### src/hw/udf_pkg.sv
// constants for the unknown-destination steering and pause source address registers
package udf_pkg;
	localparam int unsigned UDF_ADDR_W = 8;
	localparam int unsigned UDF_DATA_W = 32;
	localparam int unsigned UDF_REG_W  = 16;
	localparam int unsigned UDF_PORTS  = 3;

	// register indices as printed; byte address is four times the index
	localparam logic [UDF_ADDR_W-1:0] UDF_IDX_GLOBAL_SEVEN = 8'h0E;
	localparam logic [UDF_ADDR_W-1:0] UDF_IDX_PAUSE_HIGH   = 8'h10;
	localparam logic [UDF_ADDR_W-1:0] UDF_IDX_PAUSE_MID    = 8'h12;
	localparam logic [UDF_ADDR_W-1:0] UDF_IDX_PAUSE_LOW    = 8'h14;
	localparam int unsigned           UDF_IDX_SHIFT        = 2;

	// fields of the global control seven register
	localparam int unsigned UDF_STEER_EN_BIT = 7;
	localparam int unsigned UDF_MASK_LSB     = 0;
	localparam int unsigned UDF_MASK_MSB     = 2;

	// reset values and the all-ports mask
	localparam logic                 UDF_STEER_EN_RST = 1'b0;
	localparam logic [UDF_PORTS-1:0] UDF_MASK_RST     = 3'h7;
	localparam logic [UDF_REG_W-1:0] UDF_PAUSE_LOW_RST = 16'hFFFF;
	localparam logic [UDF_PORTS-1:0] UDF_ALL_PORTS    = 3'h7;

	typedef logic [UDF_PORTS-1:0] udf_portmask_t;
endpackage : udf_pkg

### src/hw/udf_unknown_steer.sv
// egress port selection for lookup results, including unknown destinations
`timescale 1ns/1ns
module udf_unknown_steer
	import udf_pkg::*;
(
	input  wire logic                  clock,
	input  wire logic                  arst_n,
	input  wire logic                  lkValid,
	input  wire logic                  lkMiss,
	input  wire udf_pkg::udf_portmask_t lkHitMask,
	input  wire udf_pkg::udf_portmask_t ingressPort,
	input  wire logic                  steerEnable,
	input  wire udf_pkg::udf_portmask_t defaultMask,
	output      logic                  fwdValid,
	output      udf_pkg::udf_portmask_t fwdMask
);
	import udf_pkg::*;

	udf_portmask_t next_fwdMask;
	udf_portmask_t floodMask;
	udf_portmask_t missMask;

	assign floodMask = UDF_ALL_PORTS & ~ingressPort;
	assign missMask = steerEnable ? defaultMask : floodMask;
	assign next_fwdMask = lkMiss ? missMask : lkHitMask;

	always_ff @(posedge clock or negedge arst_n) begin
		if (!arst_n) begin
			fwdValid <= 1'b0;
			fwdMask  <= '0;
		end else begin
			fwdValid <= lkValid;
			if (lkValid) begin
				fwdMask <= next_fwdMask;
			end
		end
	end
endmodule : udf_unknown_steer

### src/hw/udf_switch_global_cfg.sv
// switch global configuration: unknown-destination steering and pause source address
//
// The APB register port is this design's own decision.
`timescale 1ns/1ns
module udf_switch_global_cfg
	import udf_pkg::*;
#(
	// reset values of the upper address words; values are arbitrary
	parameter logic [15:0] PAUSE_HIGH_RST = 16'h0200,
	parameter logic [15:0] PAUSE_MID_RST  = 16'h0000
)(
	input  wire logic                          clock,
	input  wire logic                          arst_n,
	input  wire logic                          psel,
	input  wire logic                          penable,
	input  wire logic                          pwrite,
	input  wire logic [udf_pkg::UDF_ADDR_W-1:0] paddr,
	input  wire logic [udf_pkg::UDF_DATA_W-1:0] pwdata,
	input  wire logic [3:0]                    pstrb,
	output      logic [udf_pkg::UDF_DATA_W-1:0] prdata,
	output      logic                          pready,
	output      logic                          pslverr,
	input  wire logic                          lkValid,
	input  wire logic                          lkMiss,
	input  wire udf_pkg::udf_portmask_t         lkHitMask,
	input  wire udf_pkg::udf_portmask_t         ingressPort,
	output      logic                          fwdValid,
	output      udf_pkg::udf_portmask_t         fwdMask,
	output      logic [47:0]                   pauseSrcAddr
);
	import udf_pkg::*;

	function automatic logic [UDF_REG_W-1:0] merge16(
		input logic [UDF_REG_W-1:0]  old,
		input logic [UDF_DATA_W-1:0] wd,
		input logic [3:0]            strb
	);
		logic [UDF_REG_W-1:0] r;
		r = old;
		if (strb[0]) begin
			r[7:0] = wd[7:0];
		end
		if (strb[1]) begin
			r[15:8] = wd[15:8];
		end
		return r;
	endfunction : merge16

	function automatic logic [UDF_ADDR_W-1:0] byteAddr(input logic [UDF_ADDR_W-1:0] idx);
		return UDF_ADDR_W'(idx << UDF_IDX_SHIFT);
	endfunction : byteAddr

	logic                 steerEnable;
	udf_portmask_t        defaultMask;
	logic [UDF_REG_W-1:0] pauseHigh;
	logic [UDF_REG_W-1:0] pauseMid;
	logic [UDF_REG_W-1:0] pauseLow;

	wire logic                  hitSeven;
	wire logic                  hitHigh;
	wire logic                  hitMid;
	wire logic                  hitLow;
	wire logic                  hitAny;
	wire logic                  setupPhase;
	wire logic                  accessPhase;
	wire logic                  wrStrobe;
	wire logic [UDF_REG_W-1:0]  sevenWord;
	wire logic [UDF_REG_W-1:0]  sevenMerged;
	wire logic [UDF_DATA_W-1:0] rdWord;

	// address decode
	assign hitSeven    = (paddr == byteAddr(UDF_IDX_GLOBAL_SEVEN));
	assign hitHigh     = (paddr == byteAddr(UDF_IDX_PAUSE_HIGH));
	assign hitMid      = (paddr == byteAddr(UDF_IDX_PAUSE_MID));
	assign hitLow      = (paddr == byteAddr(UDF_IDX_PAUSE_LOW));
	assign hitAny      = hitSeven | hitHigh | hitMid | hitLow;
	assign setupPhase  = psel & ~penable;
	assign accessPhase = psel & penable;
	assign wrStrobe    = accessPhase & pwrite & hitAny;

	// zero wait states; unmapped addresses answer with an error
	assign pready  = 1'b1;
	assign pslverr = accessPhase & ~hitAny;

	assign sevenWord = {8'h00, steerEnable, 4'h0, defaultMask};
	assign sevenMerged = merge16(sevenWord, pwdata, pstrb);

	assign rdWord = hitSeven ? {16'h0000, sevenWord} :
	                hitHigh  ? {16'h0000, pauseHigh} :
	                hitMid   ? {16'h0000, pauseMid}  :
	                hitLow   ? {16'h0000, pauseLow}  : '0;

	// read data is captured in the setup cycle; no write can land before the access edge
	always_ff @(posedge clock or negedge arst_n) begin
		if (!arst_n) begin
			prdata <= '0;
		end else if (setupPhase && !pwrite) begin
			prdata <= rdWord;
		end
	end

	always_ff @(posedge clock or negedge arst_n) begin
		if (!arst_n) begin
			steerEnable <= UDF_STEER_EN_RST;
			defaultMask <= UDF_MASK_RST;
		end else if (wrStrobe && hitSeven) begin
			steerEnable <= sevenMerged[UDF_STEER_EN_BIT];
			defaultMask <= sevenMerged[UDF_MASK_MSB:UDF_MASK_LSB];
		end
	end

	always_ff @(posedge clock or negedge arst_n) begin
		if (!arst_n) begin
			pauseHigh <= PAUSE_HIGH_RST;
		end else if (wrStrobe && hitHigh) begin
			pauseHigh <= merge16(pauseHigh, pwdata, pstrb);
		end
	end

	always_ff @(posedge clock or negedge arst_n) begin
		if (!arst_n) begin
			pauseMid <= PAUSE_MID_RST;
		end else if (wrStrobe && hitMid) begin
			pauseMid <= merge16(pauseMid, pwdata, pstrb);
		end
	end

	always_ff @(posedge clock or negedge arst_n) begin
		if (!arst_n) begin
			pauseLow <= UDF_PAUSE_LOW_RST;
		end else if (wrStrobe && hitLow) begin
			pauseLow <= merge16(pauseLow, pwdata, pstrb);
		end
	end

	assign pauseSrcAddr = {pauseHigh, pauseMid, pauseLow};

	udf_unknown_steer u_steer (
		.clock       (clock),
		.arst_n      (arst_n),
		.lkValid     (lkValid),
		.lkMiss      (lkMiss),
		.lkHitMask   (lkHitMask),
		.ingressPort (ingressPort),
		.steerEnable (steerEnable),
		.defaultMask (defaultMask),
		.fwdValid    (fwdValid),
		.fwdMask     (fwdMask)
	);

	// checks

	logic rstSeen;
	always_ff @(posedge clock or negedge arst_n) begin
		if (!arst_n) begin
			rstSeen <= 1'b1;
		end else begin
			rstSeen <= 1'b0;
		end
	end

	property p_steer_default;
		@(posedge clock) disable iff (!arst_n)
		lkValid && lkMiss && steerEnable |=> fwdValid && fwdMask == $past(defaultMask);
	endproperty
	a_steer_default: assert property (p_steer_default)
		else $error("miss with steering on did not use default mask");

	property p_mask_reset;
		@(posedge clock) disable iff (!arst_n)
		rstSeen |-> defaultMask == UDF_ALL_PORTS && pauseLow == UDF_PAUSE_LOW_RST;
	endproperty
	a_mask_reset: assert property (p_mask_reset)
		else $error("mask or low address word not at reset value");

	property p_mask_rw;
		@(posedge clock) disable iff (!arst_n)
		wrStrobe && hitSeven && pstrb[0] |=> defaultMask == $past(pwdata[UDF_MASK_MSB:UDF_MASK_LSB]);
	endproperty
	a_mask_rw: assert property (p_mask_rw)
		else $error("mask differs from written value");

	property p_port3_bit;
		@(posedge clock) disable iff (!arst_n)
		lkValid && lkMiss && steerEnable && !defaultMask[2] |=> !fwdMask[2];
	endproperty
	a_port3_bit: assert property (p_port3_bit)
		else $error("host port selected although its mask bit is clear");

	property p_miss_answered;
		@(posedge clock) disable iff (!arst_n)
		lkValid && lkMiss |=> fwdValid && (fwdMask != 3'h0 || $past(steerEnable));
	endproperty
	a_miss_answered: assert property (p_miss_answered)
		else $error("unknown destination got no egress decision");

	property p_high_write;
		@(posedge clock) disable iff (!arst_n)
		wrStrobe && hitHigh && pstrb[1:0] == 2'h3 |=> pauseSrcAddr[47:32] == $past(pwdata[15:0]);
	endproperty
	a_high_write: assert property (p_high_write)
		else $error("high address word not updated");

	property p_mid_write;
		@(posedge clock) disable iff (!arst_n)
		wrStrobe && hitMid && pstrb[1:0] == 2'h3 |=> pauseSrcAddr[31:16] == $past(pwdata[15:0]);
	endproperty
	a_mid_write: assert property (p_mid_write)
		else $error("mid address word not updated");

	property p_low_stable;
		@(posedge clock) disable iff (!arst_n)
		!(wrStrobe && hitLow) |=> $stable(pauseSrcAddr[15:0]);
	endproperty
	a_low_stable: assert property (p_low_stable)
		else $error("low address word changed without a write");

	property p_flood;
		@(posedge clock) disable iff (!arst_n)
		lkValid && lkMiss && !steerEnable |=> fwdMask == (UDF_ALL_PORTS & ~$past(ingressPort));
	endproperty
	a_flood: assert property (p_flood)
		else $error("flood mask wrong with steering off");

	property p_unmapped_err;
		@(posedge clock) disable iff (!arst_n)
		accessPhase && !hitAny |-> pslverr && pready;
	endproperty
	a_unmapped_err: assert property (p_unmapped_err)
		else $error("unmapped access not flagged");

	property p_mask_read;
		@(posedge clock) disable iff (!arst_n)
		setupPhase && !pwrite && hitSeven |=> prdata[UDF_MASK_MSB:UDF_MASK_LSB] == $past(defaultMask);
	endproperty
	a_mask_read: assert property (p_mask_read)
		else $error("mask read data differs from the register");

	property p_steer_read;
		@(posedge clock) disable iff (!arst_n)
		setupPhase && !pwrite && hitSeven |=> prdata[UDF_STEER_EN_BIT] == $past(steerEnable);
	endproperty
	a_steer_read: assert property (p_steer_read)
		else $error("steer enable read data differs from the register");

	property p_low_write;
		@(posedge clock) disable iff (!arst_n)
		wrStrobe && hitLow && pstrb[1] |=> pauseSrcAddr[15:8] == $past(pwdata[15:8]);
	endproperty
	a_low_write: assert property (p_low_write)
		else $error("low address word not updated");

	property p_strobe_keep;
		@(posedge clock) disable iff (!arst_n)
		wrStrobe && hitMid && !pstrb[1] |=> pauseSrcAddr[31:24] == $past(pauseSrcAddr[31:24]);
	endproperty
	a_strobe_keep: assert property (p_strobe_keep)
		else $error("unstrobed lane of mid address word changed");

	property p_unmapped_quiet;
		@(posedge clock) disable iff (!arst_n)
		accessPhase && pwrite && !hitAny |=> $stable(pauseSrcAddr) && $stable(defaultMask);
	endproperty
	a_unmapped_quiet: assert property (p_unmapped_quiet)
		else $error("unmapped write changed a register");

	property p_unmapped_read;
		@(posedge clock) disable iff (!arst_n)
		setupPhase && !pwrite && !hitAny |=> prdata == '0;
	endproperty
	a_unmapped_read: assert property (p_unmapped_read)
		else $error("unmapped read returned nonzero data");

	property p_hit_pass;
		@(posedge clock) disable iff (!arst_n)
		lkValid && !lkMiss |=> fwdValid && fwdMask == $past(lkHitMask);
	endproperty
	a_hit_pass: assert property (p_hit_pass)
		else $error("table hit mask not passed through");

	property p_fwd_pulse;
		@(posedge clock) disable iff (!arst_n)
		!lkValid |=> !fwdValid;
	endproperty
	a_fwd_pulse: assert property (p_fwd_pulse)
		else $error("egress decision without a lookup");

	c_steer_on: cover property (@(posedge clock) disable iff (!arst_n)
		lkValid && lkMiss && steerEnable ##1 fwdValid);
	c_flood: cover property (@(posedge clock) disable iff (!arst_n)
		lkValid && lkMiss && !steerEnable ##1 fwdValid);
	c_low_write: cover property (@(posedge clock) disable iff (!arst_n)
		wrStrobe && hitLow);
	c_bad_addr: cover property (@(posedge clock) disable iff (!arst_n)
		pslverr);
	c_mid_full: cover property (@(posedge clock) disable iff (!arst_n)
		wrStrobe && hitMid && pstrb[1:0] == 2'h3);
endmodule : udf_switch_global_cfg

### config.mk
export PLATFORM = sky130hd
export DESIGN_NAME = udf_switch_global_cfg
export DESIGN_NICKNAME = d
export VERILOG_FILES = /design/src/hw/udf_pkg.sv /design/src/hw/udf_unknown_steer.sv /design/src/hw/udf_switch_global_cfg.sv
export SDC_FILE = /design/constraint.sdc
export NUM_CORES = 1
export LEC_CHECK = 0
export BUFFER_PORTS_ARGS = -buffer_cell sky130_fd_sc_hd__buf_2
export CORE_ASPECT_RATIO = 0.7
export CORE_MARGIN = 3
export CORE_UTILIZATION = 30
export CTS_BUF_LIST = sky130_fd_sc_hd__clkbuf_4 sky130_fd_sc_hd__clkbuf_8
export CTS_CLUSTER_DIAMETER = 200
export DETAILED_ROUTE_END_ITERATION = 10
export HOLD_SLACK_MARGIN = 0.06
export REMOVE_ABC_BUFFERS = 1
export SLEW_MARGIN = 20
export SYNTH_ARGS = -nofsm -noshare
export SYNTH_HDL_FRONTEND = slang
export SYNTH_SLANG_ARGS = --single-unit
### constraint.sdc
create_clock -name clock -period 4.1 [get_ports clock]
set_input_delay 0.82 -clock clock [delete_from_list [all_inputs] [get_ports clock]]
set_output_delay 0.82 -clock clock [all_outputs]
set_load 0.03 [all_outputs]
==> reports/metrics.csv <==
stage,metric,value,unit
clock_network,htreeDepth,3,
finish,layout_common_cells,"106 x buf_2, 52 x mux2_2, 52 x dfrtp_1, 27 x o21ai_0",
finish,final_area,4220,µm²
worst_setup_path,cp.required,3.28,ns
min_path,worstHoldStart,prdata[13],
synth,synth_area_leaders,"dfrtp_1 38%, mux2_2 17%, dfstp_2 15%",
clock_network,numCtsBuffers,9,
power,ir_worst_vdd,0.000167,V
worst_setup_path,cp_slowest_stage_delay,0.54,ns
clock_network,ctsHoldBuffers,0,
placed_design,globalplace.congestion,0.762,
timing,fin_setup_tns,0,ns
worst_setup_path,r2r-start,pauseLow[2],
worst_setup_path,critPathLaunchType,primary input,
timing,setup_viol,0,
synth,ys_ff_latch,72,
floorplan,core_area,10700,µm²
synth,synth_edf_count,0,
worst_setup_path,crit_path_cell_trace,"buf_2, nor4bb_1, a22oi_1, o211a_1, buf_2",
timing,fin_crit_sh,0.767,
timing,hold_violations,0,
floorplan,rows,31,
worst_setup_path,critPathCaptureType,output pin,
worst_setup_path,r2r-end,prdata[2],
grt,overflow,0,
placed_design,dp_hpwl,6480,µm
detailed_routing,post_drt_wl_per_cell,16.3,µm
finish,fillers,1092,
clock_network,cts_root_buf,clkbuf_8,
worst_setup_path,crit_family,buffers and inverters,
detailed_routing,dr.first_iter.drc_count,120,
clock_network,cts_resized,0,
clock_network,post_cts_buffers,0,
finish,diodes,0,
worst_setup_path,worst_path_most_repeated_cell,buf_2,
timing,min_period,3.15,ns
synth,netlist_instances,292,
worst_setup_path,cp_max_fo,21,
detailed_routing,drc,0,
finish,final_common_cell,buf_2,
detailed_routing,via_count,2562,
clock_network,clock_latency,0.34,ns
run,drv_cap,0,
timing,slew_violations,0,
floorplan,die_y,95.2,µm
synth,ys.flop_type,dfrtp_1,
min_path,hold_path.class,flip-flop to flip-flop,
floorplan,die_x,133,µm
grt,antenna_found_initial,0,
power,power.leakage,2.16,nW
synth,synth_cell_types,37,
power,p_per_area,338,nW/µm²
run_status,status,finished clean,
worst_setup_path,reg2reg_setup_slack,2.67,ns
timing,slew_headroom,0.381,
worst_setup_path,cp_slowest_cell,nor4bb_1,
placed_design,place_area,4030,µm²
clock_network,cts_sinks,72,
worst_setup_path,critical_path_class,primary input to output pin,
floorplan,start_util,0.318,
worst_setup_path,path_buf_inv,2,
timing,tightest_slew,0.929,ns
grt,grt_pass1_vias,2547,
grt,grt_pass1_wl,14000,µm
clock_network,clk_pin_slew,0.07,ns
synth,synth_top_cell_area_share,0.382,
synth,yosys.area.top_type,dfrtp_1,
grt,grt_max_degree,73,
finish,drive_above_1_share,0.509,
clock_network,tritoncts,yes,
timing,max_freq,318,MHz
min_path,min_to,prdata[13],
worst_setup_path,reg2reg_depth,3,
floorplan,dieArea,12700,µm²
detailed_routing,ant_nets,0,
detailed_routing,postRouteWirelength,9010,µm
synth,synth_area_per_cell,11.7,µm²
synth,netlist_area,3410,µm²
finish,fin_nets,457,
floorplan,num_io_pins,143,
placed_design,io_buffer_count,107,
synth,async_flop_share,1.00,
synth,ys_seq_area_frac,0.536,
worst_setup_path,arrival,2.33,ns
clock_network,clockBufferDepth,2,
timing,finClkSkew,0.00316,ns
min_path,min_path_cells,2,
synth,synth_warnings,0,
detailed_routing,drt_first_pass_iters,4,
finish,syn2layout_area_growth,23.8,%
timing,rsz0062_at_grt,no,
grt,grt_usage,0.144,
detailed_routing,viasPerCell,4.63,
synthesized netlist by cell type (4+ instances only):
master	n
o21ai_0	27
dfrtp_1	52
dfstp_2	20
nor2b_1	13
a21oi_1	4
buf_4	17
o22ai_1	12
nor2_1	8
inv_1	13
nand2_1	20
mux2_2	52
clkbuf_1	9
a22oi_1	4
through the flow:
| step | hold slack, ns | std cells | utilization | worst slack [ns] | power (mW) |
|---|---|---|---|---|---|
| floorplan | 0.524 | 279 | - | 1.64 | 0.827 |
| global placement | 0.460 | 537 | 0.377 | 1.02 | 0.897 |
| detailed placement | 0.473 | 537 | 0.377 | 1.00 | 0.900 |
| CTS | 0.495 | 553 | 0.394 | 1.00 | 1.45 |
| global route | 0.512 | 553 | 0.394 | 0.822 | 1.50 |
| finish | 0.490 | 553 | 0.394 | 0.955 | 1.43 |
metal layers:
metal | GRT usage | part of all wire
met1 | 0.200 | 0.49
met2 | 0.218 | 0.43
met3 | 0.0475 | 0.064
met4 | 0.0334 | 0.0083
met5 | 0 | 0
power by group:
group	switching [mW]	internal (mW)	total (mW)	leakage, nW
logic	0.108	0.0438	0.152	1.15
registers	0.00855	0.725	0.734	0.915
clock network	0.267	0.275	0.543	0.0985
worst reg2reg max path: stages (launching register included):
cell	delay (ns)
dfstp_2	0.55
nor2b_1	0.04
a2111oi_0	0.61
a211o_1	0.17
kinds of logic after synthesis:
| family | count (synthesis) | synth area share |
|---|---|---|
| DFF | 72 | 0.536 |
| and+or+nand+nor | 66 | 0.116 |
| AOI/OAI and AO/OA | 56 | 0.0987 |
| muxes | 55 | 0.181 |
| buffers and inverters | 41 | 0.0664 |
| other | 2 | 0.00220 |
how the worst max path moves through the flow:
stage | from | endpoint | cells past startpoint
global route | paddr[4] | pslverr | 5
finish | paddr[4] | pslverr | 5
global placement | paddr[4] | pslverr | 5
CTS | paddr[4] | pslverr | 5
floorplan | paddr[6] | pslverr | 3
detailed placement | paddr[4] | pslverr | 5
cell type report:
cell class	count	area, µm²	area share
Inverter	13	48.8	0.0116
Tap cell	148	185	0.0439
Clock inverter	7	62.6	0.0148
Clock buffer	9	124	0.0294
Timing Repair Buffer	110	561	0.133
Sequential cell	72	1830	0.433
Multi-Input combinational cell	194	1410	0.335
flip-flops by register name, summed over array words and instances (netlist names):
name              flops
u_steer.fwdValid      1
pauseHigh            16
u_steer.fwdMask       3
steerEnable           1
pauseLow             16
prdata               16
pauseMid             16
defaultMask           3
No activity file was read; power rests on OpenSTA's default activity.
